<file path="config.mk">
export PLATFORM = sky130hd
export DESIGN_NAME = lprs_top
export DESIGN_NICKNAME = d
export VERILOG_FILES = /design/src/hw/lprs_pkg.sv /design/src/hw/lprs_timer.sv /design/src/hw/lprs_top.sv
export VERILOG_INCLUDE_DIRS = /design/src /design/src/hw
export SDC_FILE = /design/constraint.sdc
export NUM_CORES = 1
export LEC_CHECK = 0
export ABC_AREA = 1
export BUFFER_PORTS_ARGS = -buffer_cell sky130_fd_sc_hd__buf_2
export CAP_MARGIN = 20
export CORE_MARGIN = 1.5
export CORE_UTILIZATION = 57
export CTS_BUF_LIST = sky130_fd_sc_hd__clkbuf_16
export DETAILED_ROUTE_END_ITERATION = 16
export GPL_ROUTABILITY_DRIVEN = 0
export PLACE_DENSITY = 0.76
export SLEW_MARGIN = 20
export SYNTH_ARGS = -nofsm -noshare
export SYNTH_HDL_FRONTEND = slang
export SYNTH_SLANG_ARGS = --single-unit
</file>
<file path="constraint.sdc">
create_clock -name clk_sys_i -period 1.5 [get_ports clk_sys_i]
set_input_delay 0.075 -clock clk_sys_i [delete_from_list [all_inputs] [get_ports clk_sys_i]]
set_output_delay 0.075 -clock clk_sys_i [all_outputs]
set_load 0.005 [all_outputs]
</file>
<file path="src/hw/lprs_cfg.svh">
/*
  Timing and selection constants of the long-press reset supervisor.
  Assumes the system clock runs at the rate given here.
*/
`ifndef LPRS_CFG_SVH
`define LPRS_CFG_SVH

// ---------------------------------------------------------------
// clock
// ---------------------------------------------------------------
`define LPRS_CLK_HZ 40000000
`define LPRS_CYC_PER_MS (`LPRS_CLK_HZ / 1000)

// ---------------------------------------------------------------
// reset timeout and input debounce times, in ms
// ---------------------------------------------------------------
`define LPRS_TOUT_MIN_MS 140
`define LPRS_TOUT_MS 210
`define LPRS_IMM_DEB_MS 210
`define LPRS_REL_DEB_MS 20

// ---------------------------------------------------------------
// manual setup period choices, in ms
// ---------------------------------------------------------------
`define LPRS_SETUP_K_MS 10080
`define LPRS_SETUP_L_MS 6720
`define LPRS_SETUP_S_MS 3360
`define LPRS_SETUP_T_MS 1680
`define LPRS_SETUP_SEL_RST 2'h1

`endif

</file>
<file path="src/hw/lprs_pkg.sv">
/*
  Types of the long-press reset supervisor.
  Assumes nothing of its surroundings.
*/
package lprs_pkg;

  // ---------------------------------------------------------------
  // build variants
  // ---------------------------------------------------------------
  typedef enum logic [1:0] {
    LPRS_SINGLE = 2'h0,
    LPRS_DUAL = 2'h1,
    LPRS_MIXED = 2'h2
  } lprs_variant_e;

  typedef enum logic [1:0] {
    LPRS_SETUP_K = 2'h0,
    LPRS_SETUP_L = 2'h1,
    LPRS_SETUP_S = 2'h2,
    LPRS_SETUP_T = 2'h3
  } lprs_setup_e;

  // ---------------------------------------------------------------
  // manual sequencer states
  // ---------------------------------------------------------------
  typedef enum logic [2:0] {
    LPRS_MAN_IDLE = 3'h1,
    LPRS_MAN_SETUP = 3'h2,
    LPRS_MAN_FIRED = 3'h4
  } lprs_man_e;

  // ---------------------------------------------------------------
  // sampled input pins
  // ---------------------------------------------------------------
  typedef struct packed {
    logic vcc_uv;
    logic aux_uv;
    logic long_a_n;
    logic second;
  } lprs_pins_s;

endpackage : lprs_pkg

</file>
<file path="src/hw/lprs_timer.sv">
/*
  Saturating interval timer: counts cycles since the last clear.
  Assumes a synchronous active-high reset on the same clock.
*/
`timescale 1ns/1ps
`default_nettype none

module lprs_timer (
  // clock and reset
  input wire logic clk_sys_i,
  input wire logic rst_i,
  // control
  input wire logic clr_i,
  input wire logic [31:0] limit_i,
  // status
  output logic done_o
);

  logic [31:0] cnt_q;

  // ---------------------------------------------------------------
  // counter
  // ---------------------------------------------------------------
  always_ff @(posedge clk_sys_i) begin
    if (rst_i || clr_i) begin
      cnt_q <= 32'h0000_0000;
    end else if (!done_o) begin
      cnt_q <= cnt_q + 32'h0000_0001;
    end
  end

  assign done_o = (cnt_q >= limit_i);

endmodule : lprs_timer

`default_nettype wire

</file>
<file path="src/hw/lprs_top.sv">
/*
  Long-press reset supervisor: under-voltage timeout, long-press manual
  reset and optional immediate manual reset, merged into one active-low
  processor reset.
  Assumes asynchronous pins, a 40 MHz system clock and a synchronous
  active-high reset.
*/
// Function
// RULE_01 - reset goes low at once on supply or aux under-voltage
// RULE_02 - after voltages recover, reset stays low one timeout, then high
// RULE_03 - long-press input asserts reset only after full continuous setup
// RULE_04 - completed setup gives one low pulse of one timeout
// RULE_05 - dual variant counts setup only while both inputs are low
// RULE_06 - no new pulse until an input releases and setup repeats
// RULE_07 - releases of long-press inputs are debounced internally
// RULE_08 - mixed variant: immediate input rising edge pulses reset at once
// RULE_09 - another rising edge during timeout restarts the timeout
// RULE_10 - release only after a full quiet timeout of 210ms
// RULE_11 - immediate input falling edges debounced for 210ms
// RULE_12 - one long-press plus one immediate input variant supported
// RULE_13 - operator holds both buttons for the whole setup period
// RULE_14 - setup period chosen at build time among four values
// RULE_15 - broken low condition restarts setup count from zero
// RULE_16 - reset low while any source active; timing in clock cycles
`timescale 1ns/1ps
`default_nettype none
`include "lprs_cfg.svh"

module lprs_top import lprs_pkg::*; #(
  parameter lprs_variant_e VARIANT = LPRS_SINGLE,
  parameter lprs_setup_e SETUP_SEL = lprs_setup_e'(`LPRS_SETUP_SEL_RST),
  parameter bit AUX_EN = 1'b1,
  parameter int unsigned TOUT_CYC = `LPRS_TOUT_MS * `LPRS_CYC_PER_MS,
  parameter int unsigned IMM_DEB_CYC = `LPRS_IMM_DEB_MS * `LPRS_CYC_PER_MS,
  parameter int unsigned REL_DEB_CYC = `LPRS_REL_DEB_MS * `LPRS_CYC_PER_MS,
  parameter int unsigned SETUP_CYC =
    (SETUP_SEL == LPRS_SETUP_K) ? `LPRS_SETUP_K_MS * `LPRS_CYC_PER_MS :
    (SETUP_SEL == LPRS_SETUP_L) ? `LPRS_SETUP_L_MS * `LPRS_CYC_PER_MS :
    (SETUP_SEL == LPRS_SETUP_S) ? `LPRS_SETUP_S_MS * `LPRS_CYC_PER_MS :
    `LPRS_SETUP_T_MS * `LPRS_CYC_PER_MS
) (
  // clock and reset
  input wire logic clk_sys_i,
  input wire logic rst_i,
  // voltage monitors, high while under threshold
  input wire logic vcc_uv_i,
  input wire logic aux_voltage_sense_i,
  // manual inputs
  input wire logic long_press_input_a_n_i,
  input wire logic second_manual_input_i,
  // processor reset
  output logic reset_n_o
);

  // ---------------------------------------------------------------
  // input synchronisers
  // ---------------------------------------------------------------
  lprs_pins_s pins_m_q;
  lprs_pins_s pins_s_q;

  always_ff @(posedge clk_sys_i) begin
    if (rst_i) begin
      pins_m_q <= '{1'b1, 1'b1, 1'b1, 1'b1};
      pins_s_q <= '{1'b1, 1'b1, 1'b1, 1'b1};
    end else begin
      pins_m_q <= '{vcc_uv_i, aux_voltage_sense_i,
                    long_press_input_a_n_i, second_manual_input_i};
      pins_s_q <= pins_m_q;
    end
  end

  logic uv_any;
  logic [1:0] raw_low;

  assign uv_any = pins_s_q.vcc_uv | (AUX_EN & pins_s_q.aux_uv); // [RULE_01]
  assign raw_low = {~pins_s_q.second, ~pins_s_q.long_a_n};

  // ---------------------------------------------------------------
  // under-voltage timeout
  // ---------------------------------------------------------------
  logic uv_done;

  lprs_timer u_uv_tmr (
    .clk_sys_i(clk_sys_i),
    .rst_i(rst_i),
    .clr_i(uv_any),
    .limit_i(TOUT_CYC[31:0]),
    .done_o(uv_done)
  ); // [RULE_02]

  // ---------------------------------------------------------------
  // long-press release debounce
  // ---------------------------------------------------------------
  logic [1:0] ext_low_q;
  logic [1:0] rel_done;

  generate
    for (genvar i = 0; i < 2; i++) begin : g_ext
      lprs_timer u_rel_tmr (
        .clk_sys_i(clk_sys_i),
        .rst_i(rst_i),
        .clr_i(raw_low[i]),
        .limit_i(REL_DEB_CYC[31:0]),
        .done_o(rel_done[i])
      );

      // low at once, high only after a stable release
      always_ff @(posedge clk_sys_i) begin
        if (rst_i) begin
          ext_low_q[i] <= 1'b0;
        end else if (raw_low[i]) begin
          ext_low_q[i] <= 1'b1;
        end else if (rel_done[i]) begin
          ext_low_q[i] <= 1'b0; // [RULE_07]
        end
      end
    end
  endgenerate

  logic man_cond;

  assign man_cond = ext_low_q[0] &
    ((VARIANT == LPRS_DUAL) ? ext_low_q[1] : 1'b1); // [RULE_05] [RULE_13]

  // ---------------------------------------------------------------
  // manual setup sequencer
  // ---------------------------------------------------------------
  lprs_man_e man_q;
  lprs_man_e man_d;
  logic setup_done;
  logic man_fire;

  lprs_timer u_setup_tmr (
    .clk_sys_i(clk_sys_i),
    .rst_i(rst_i),
    .clr_i(man_q != LPRS_MAN_SETUP),
    .limit_i(SETUP_CYC[31:0]),
    .done_o(setup_done)
  ); // [RULE_14] [RULE_15]

  always_comb begin
    man_d = man_q;
    man_fire = 1'b0;
    case (man_q)
      LPRS_MAN_IDLE: begin
        if (man_cond) begin
          man_d = LPRS_MAN_SETUP;
        end
      end
      LPRS_MAN_SETUP: begin
        if (!man_cond) begin
          man_d = LPRS_MAN_IDLE; // [RULE_15]
        end else if (setup_done) begin
          man_d = LPRS_MAN_FIRED;
          man_fire = 1'b1; // [RULE_03]
        end
      end
      LPRS_MAN_FIRED: begin
        if (!man_cond) begin
          man_d = LPRS_MAN_IDLE; // [RULE_06]
        end
      end
      default: begin
        man_d = LPRS_MAN_IDLE;
      end
    endcase
  end

  always_ff @(posedge clk_sys_i) begin
    if (rst_i) begin
      man_q <= LPRS_MAN_IDLE;
    end else begin
      man_q <= man_d;
    end
  end

  // ---------------------------------------------------------------
  // immediate input, mixed variant only
  // ---------------------------------------------------------------
  logic imm_hi_q;
  logic imm_done;
  logic imm_edge;

  lprs_timer u_imm_tmr (
    .clk_sys_i(clk_sys_i),
    .rst_i(rst_i),
    .clr_i(pins_s_q.second),
    .limit_i(IMM_DEB_CYC[31:0]),
    .done_o(imm_done)
  );

  assign imm_edge = (VARIANT == LPRS_MIXED) &
    pins_s_q.second & ~imm_hi_q; // [RULE_08] [RULE_12]

  // high at once, low only after a stable low
  always_ff @(posedge clk_sys_i) begin
    if (rst_i) begin
      imm_hi_q <= 1'b1;
    end else if (pins_s_q.second) begin
      imm_hi_q <= 1'b1;
    end else if (imm_done) begin
      imm_hi_q <= 1'b0; // [RULE_11]
    end
  end

  // ---------------------------------------------------------------
  // one-shot reset pulse
  // ---------------------------------------------------------------
  logic trig;
  logic pulse_q;
  logic pulse_done;

  assign trig = man_fire | imm_edge;

  lprs_timer u_pulse_tmr (
    .clk_sys_i(clk_sys_i),
    .rst_i(rst_i),
    .clr_i(trig),
    .limit_i(TOUT_CYC[31:0]),
    .done_o(pulse_done)
  ); // [RULE_09]

  always_ff @(posedge clk_sys_i) begin
    if (rst_i) begin
      pulse_q <= 1'b0;
    end else if (trig) begin
      pulse_q <= 1'b1; // [RULE_04]
    end else if (pulse_done) begin
      pulse_q <= 1'b0; // [RULE_10]
    end
  end

  // ---------------------------------------------------------------
  // reset output
  // ---------------------------------------------------------------
  always_ff @(posedge clk_sys_i) begin
    if (rst_i) begin
      reset_n_o <= 1'b0;
    end else begin
      reset_n_o <= ~(uv_any | ~uv_done | pulse_q | trig); // [RULE_16]
    end
  end

  // ---------------------------------------------------------------
  // checks
  // ---------------------------------------------------------------
  logic [31:0] low_run_q;
  logic [31:0] cond_run_q;
  logic [31:0] imm_low_q;

  always_ff @(posedge clk_sys_i) begin
    if (rst_i || reset_n_o) begin
      low_run_q <= 32'h0000_0000;
    end else if (trig) begin
      low_run_q <= 32'h0000_0001;
    end else begin
      low_run_q <= low_run_q + 32'h0000_0001;
    end
  end

  always_ff @(posedge clk_sys_i) begin
    if (rst_i || !man_cond) begin
      cond_run_q <= 32'h0000_0000;
    end else begin
      cond_run_q <= cond_run_q + 32'h0000_0001;
    end
  end

  always_ff @(posedge clk_sys_i) begin
    if (rst_i || pins_s_q.second) begin
      imm_low_q <= 32'h0000_0000;
    end else begin
      imm_low_q <= imm_low_q + 32'h0000_0001;
    end
  end
endmodule : lprs_top

`default_nettype wire

</file>
==> impl_metrics.ini <==
[power_and_ir_drop]
power_frac_comb_pct = 2.2
p_int_w = 0.00630
switching_share_pct = 22.7
vdd_drop_max_v = 0.000820
leakage_nw = 3.52
powerDensity_mw_per_mm2 = 853
power_frac_seq_pct = 46.2
p_total_w = 0.00814
p_sw_w = 0.00185
power_frac_clock_pct = 51.7

[grt]
track_usage_pct = 25.8
grt_pass1_wl_mm = 29.8
globalRouteOverflowTotal = 0
antenna_found_initial = 0
grt_max_degree = 25
grt_pass1_vias = 6808

[synth]
synthTopCellsByArea = dfxtp_1, nand2_1, nor2_1, a21oi_1, inv_1
yosys.area.top_type = dfxtp_1
ys.flop_type = dfxtp_1
synth-seq-cells = 140
synth_edf_count = 0
synthCells = 1169
async_flop_share_pct = 0
synth_nets = 1183
postSynthAreaPerCell_um2 = 6.40
yosysSeqAreaShare_pct = 37.5
synth_cell_types = 30
yosysWarnings = 0
synth_top_cell_area_share_pct = 37.5
syn-cell-area_mm2 = 0.00748

[drt]
postRouteAntennaNets = 0
dr.pass1.iters = 5
vias_per_cell = 5.17
wl_per_cell_um = 12.6
drt_iter0_markers = 692
drc = 0
vias = 7576
wirelength_mm = 18.5

[worst_setup_path]
required_ns = 1.86
regToRegStartpoint = u_setup_tmr.cnt_q[27]$_SDFFE_PP0N_
cp.arrival_ns = 1.91
rr_endpoint = u_pulse_tmr.cnt_q[6]$_SDFFE_PP0N_
rr_worst_depth = 9
end_kind = flip-flop
setup.worst_path.start_class = flip-flop
critPathKind = reg2reg
path_max_fanout = 7
ff2ff_setup_slack_ns = -0.05

[timing]
hold_viol = 0
maxSlewViolCount = 0
slew_headroom_pct = 79.9
finClkSkew_ns = 0.0125
min_period_ns = 1.55
fin_crit_sh_pct = 103
whs_ns = 0.140
finalSetupViolations = 29
fmax_ghz = 0.644
tightestPinTransition_ns = 0.302
rsz0062_at_grt = yes
fin_ws_ns = -0.0519

[cts]
cts_buffer_depth = 2
cts-root-buf = clkbuf_16
path_clk_slew_ns = 0.06
cts_htree_levels = 4
cts_buffers = 17
cts_tree = yes
clkLatencyLatePin_ns = 0.43
cts_sinks = 140

[worst_hold_path]
hold_depth = 3
min_path_type = in2reg
min_from = rst_i
min_to = man_q[0]$_SDFFE_PP1P_

[floorplanning]
die_area_mm2 = 0.0138
die_x_um = 118
io_pins = 7
die_h_um = 118
initial_core_util_pct = 58.8
rows = 41
core_mm2 = 0.0127

[run_status]
violations = negative setup slack
status = complete, but fails checks

[cells_and_area]
n_antenna_cell = 0
drive_gt1_share_pct = 23.3
final_cell_area_mm2 = 0.00955
fin_nets = 1295
area_growth_pct = 27.7
n_fill_cell = 1005
final_util_pct = 75.0

[flow_run]
maxCapViolations = 0

[placed_design]
port_buffers = 5
post_dp_cell_area_mm2 = 0.00833
hpwl_mm = 11.8
-- what timing repair did --
item | 4_1_cts | 5_1_grt
setup buffers | 4 | 2
resized for setup | 14 | 146
pin swaps | 3 | 24
endpoints found under the setup margin | 67 | 102
cloned | 1 | 2
hold buffers | 8 | 0
endpoints found under the hold margin | 8 | 0
-- synthesized netlist by cell type (7+ instances only) --
master      n
nand3b_1   14
o21ai_0    13
clkbuf_1   10
xor2_1     26
nor2_1    217
buf_2       7
xnor2_1    20
nand4_1    17
ha_1        8
nand3_1    66
inv_1     106
a21oi_1    84
dfxtp_1   140
nand2_1   391
nor3_1      9
-- worst max-delay path: stages (launching register included) --
cell and delay [ns]:
dfxtp_2 0.33, nor2_2 0.12, nand2_2 0.10, a21oi_2 0.19, buf_4 0.14, nand3_4 0.10
nand2_4 0.13, nand2_8 0.09, clkbuf_16 0.18, a21oi_1 0.11
-- through the flow --
step | setup WS, ns | setup TNS (ns) | cells
global placement | -0.279 | -7.35 | 1417
CTS | -0.000499 | -0.000664 | 1462
detailed placement | -0.322 | -9.10 | 1417
global route | -0.130 | -4.55 | 1466
floorplan | 0.0258 | 0 | 1169
finish | -0.0519 | -0.544 | 1466
-- how the worst max path moves through the flow --
| stage | startpoint | to | slack [ns] | cells after the start |
|---|---|---|---|---|
| detailed placement | u_setup_tmr.cnt_q[22]$_SDFFE_PP0N_ | u_setup_tmr.cnt_q[19]$_SDFFE_PP0N_ | -0.32 | 8 |
| global placement | u_setup_tmr.cnt_q[22]$_SDFFE_PP0N_ | u_setup_tmr.cnt_q[18]$_SDFFE_PP0N_ | -0.28 | 8 |
| global route | u_setup_tmr.cnt_q[27]$_SDFFE_PP0N_ | u_pulse_tmr.cnt_q[0]$_SDFFE_PP0N_ | -0.13 | 9 |
| floorplan | u_uv_tmr.cnt_q[0]$_SDFFE_PP0N_ | u_uv_tmr.cnt_q[16]$_SDFFE_PP0N_ | 0.03 | 8 |
| CTS | u_setup_tmr.cnt_q[28]$_SDFFE_PP0N_ | u_pulse_tmr.cnt_q[23]$_SDFFE_PP0N_ | -0.0005 | 11 |
| finish | u_setup_tmr.cnt_q[27]$_SDFFE_PP0N_ | u_pulse_tmr.cnt_q[6]$_SDFFE_PP0N_ | -0.05 | 9 |
-- layer usage --
metal  routed length [um]  up-vias  part of all wire, %  global-route usage [%]
li1                     -     3870                    -                       -
met1                 8400     3470                   45                    32.9
met2                 8890      192                   48                    42.5
met3                  847       44                  4.6                    5.72
met4                  405        0                  2.2                    10.6
met5                    0        -                    0                       0
-- kinds of logic after synthesis --
group	Yosys count	synth area share, %
buffers and inverters	138	8.07
and+or+nand+nor	735	40.6
AOI/OAI and AO/OA	102	7.08
DFF	140	37.5
xor gates and xnor gates	46	5.39
adders and majority gates	8	1.34
-- final cells by class --
class                   count  area [um2]  area share [%]
clock buffers              17         425            4.46
clock inverters            15         159            1.66
inverters                 110         427            4.47
multi-input cells         892        4450            46.6
flip-flops and latches    140        2840            29.7
well taps                 172         215            2.25
repair buffers            120        1030            10.8
-- cell usage in the layout (no fill, tap or decap), types with 2 or more instances in the layout --
master,synthesis,final
nand3b_1,14,14
xor2_1,26,26
nand2_2,3,13
bufinv_16,0,2
buf_12,0,5
dfxtp_1,140,112
nor3_2,0,2
o21ai_0,13,7
clkbuf_16,0,19
or2_2,6,6
nor2_2,4,49
a21oi_1,84,66
xnor2_1,20,20
buf_4,4,94
nand2_1,391,379
dlygate4sd3_1,0,8
ha_1,8,4
nor2_1,217,163
inv_2,3,6
inv_6,1,7
nor2_4,3,13
nor3_1,9,7
o21ai_1,0,6
buf_6,6,6
a21oi_2,4,22
clkinv_2,0,2
buf_2,7,5
clkinvlp_4,0,3
inv_1,106,101
nand4_1,17,17
dfxtp_2,0,27
nand3_2,2,6
nand2_8,0,2
nand3_1,66,60
ha_2,0,4
nand3_4,1,3
-- power groups by stage --
stage | Sequential (W) | Clock [W] | Combinational [W]
2_1_floorplan | 0.00384 | 0 | 0.0000786
3_3_place_gp | 0.00384 | 0 | 0.000123
3_5_place_dp | 0.00384 | 0 | 0.000127
4_1_cts | 0.00376 | 0.00426 | 0.000146
5_1_grt | 0.00376 | 0.00439 | 0.000191
6_report | 0.00376 | 0.00421 | 0.000175
-- sequential cells by signal, indices dropped and copies added (netlist names) --
name,flops
reset_n_o,1
u_setup_tmr.cnt_q,32
g_ext.u_rel_tmr.cnt_q,32
pins_m_q,3
u_uv_tmr.cnt_q,32
pins_s_q,3
pulse_q,1
man_cond,1
u_pulse_tmr.cnt_q,32
man_q,3
Note: power is estimated with default switching activity, not from simulation.
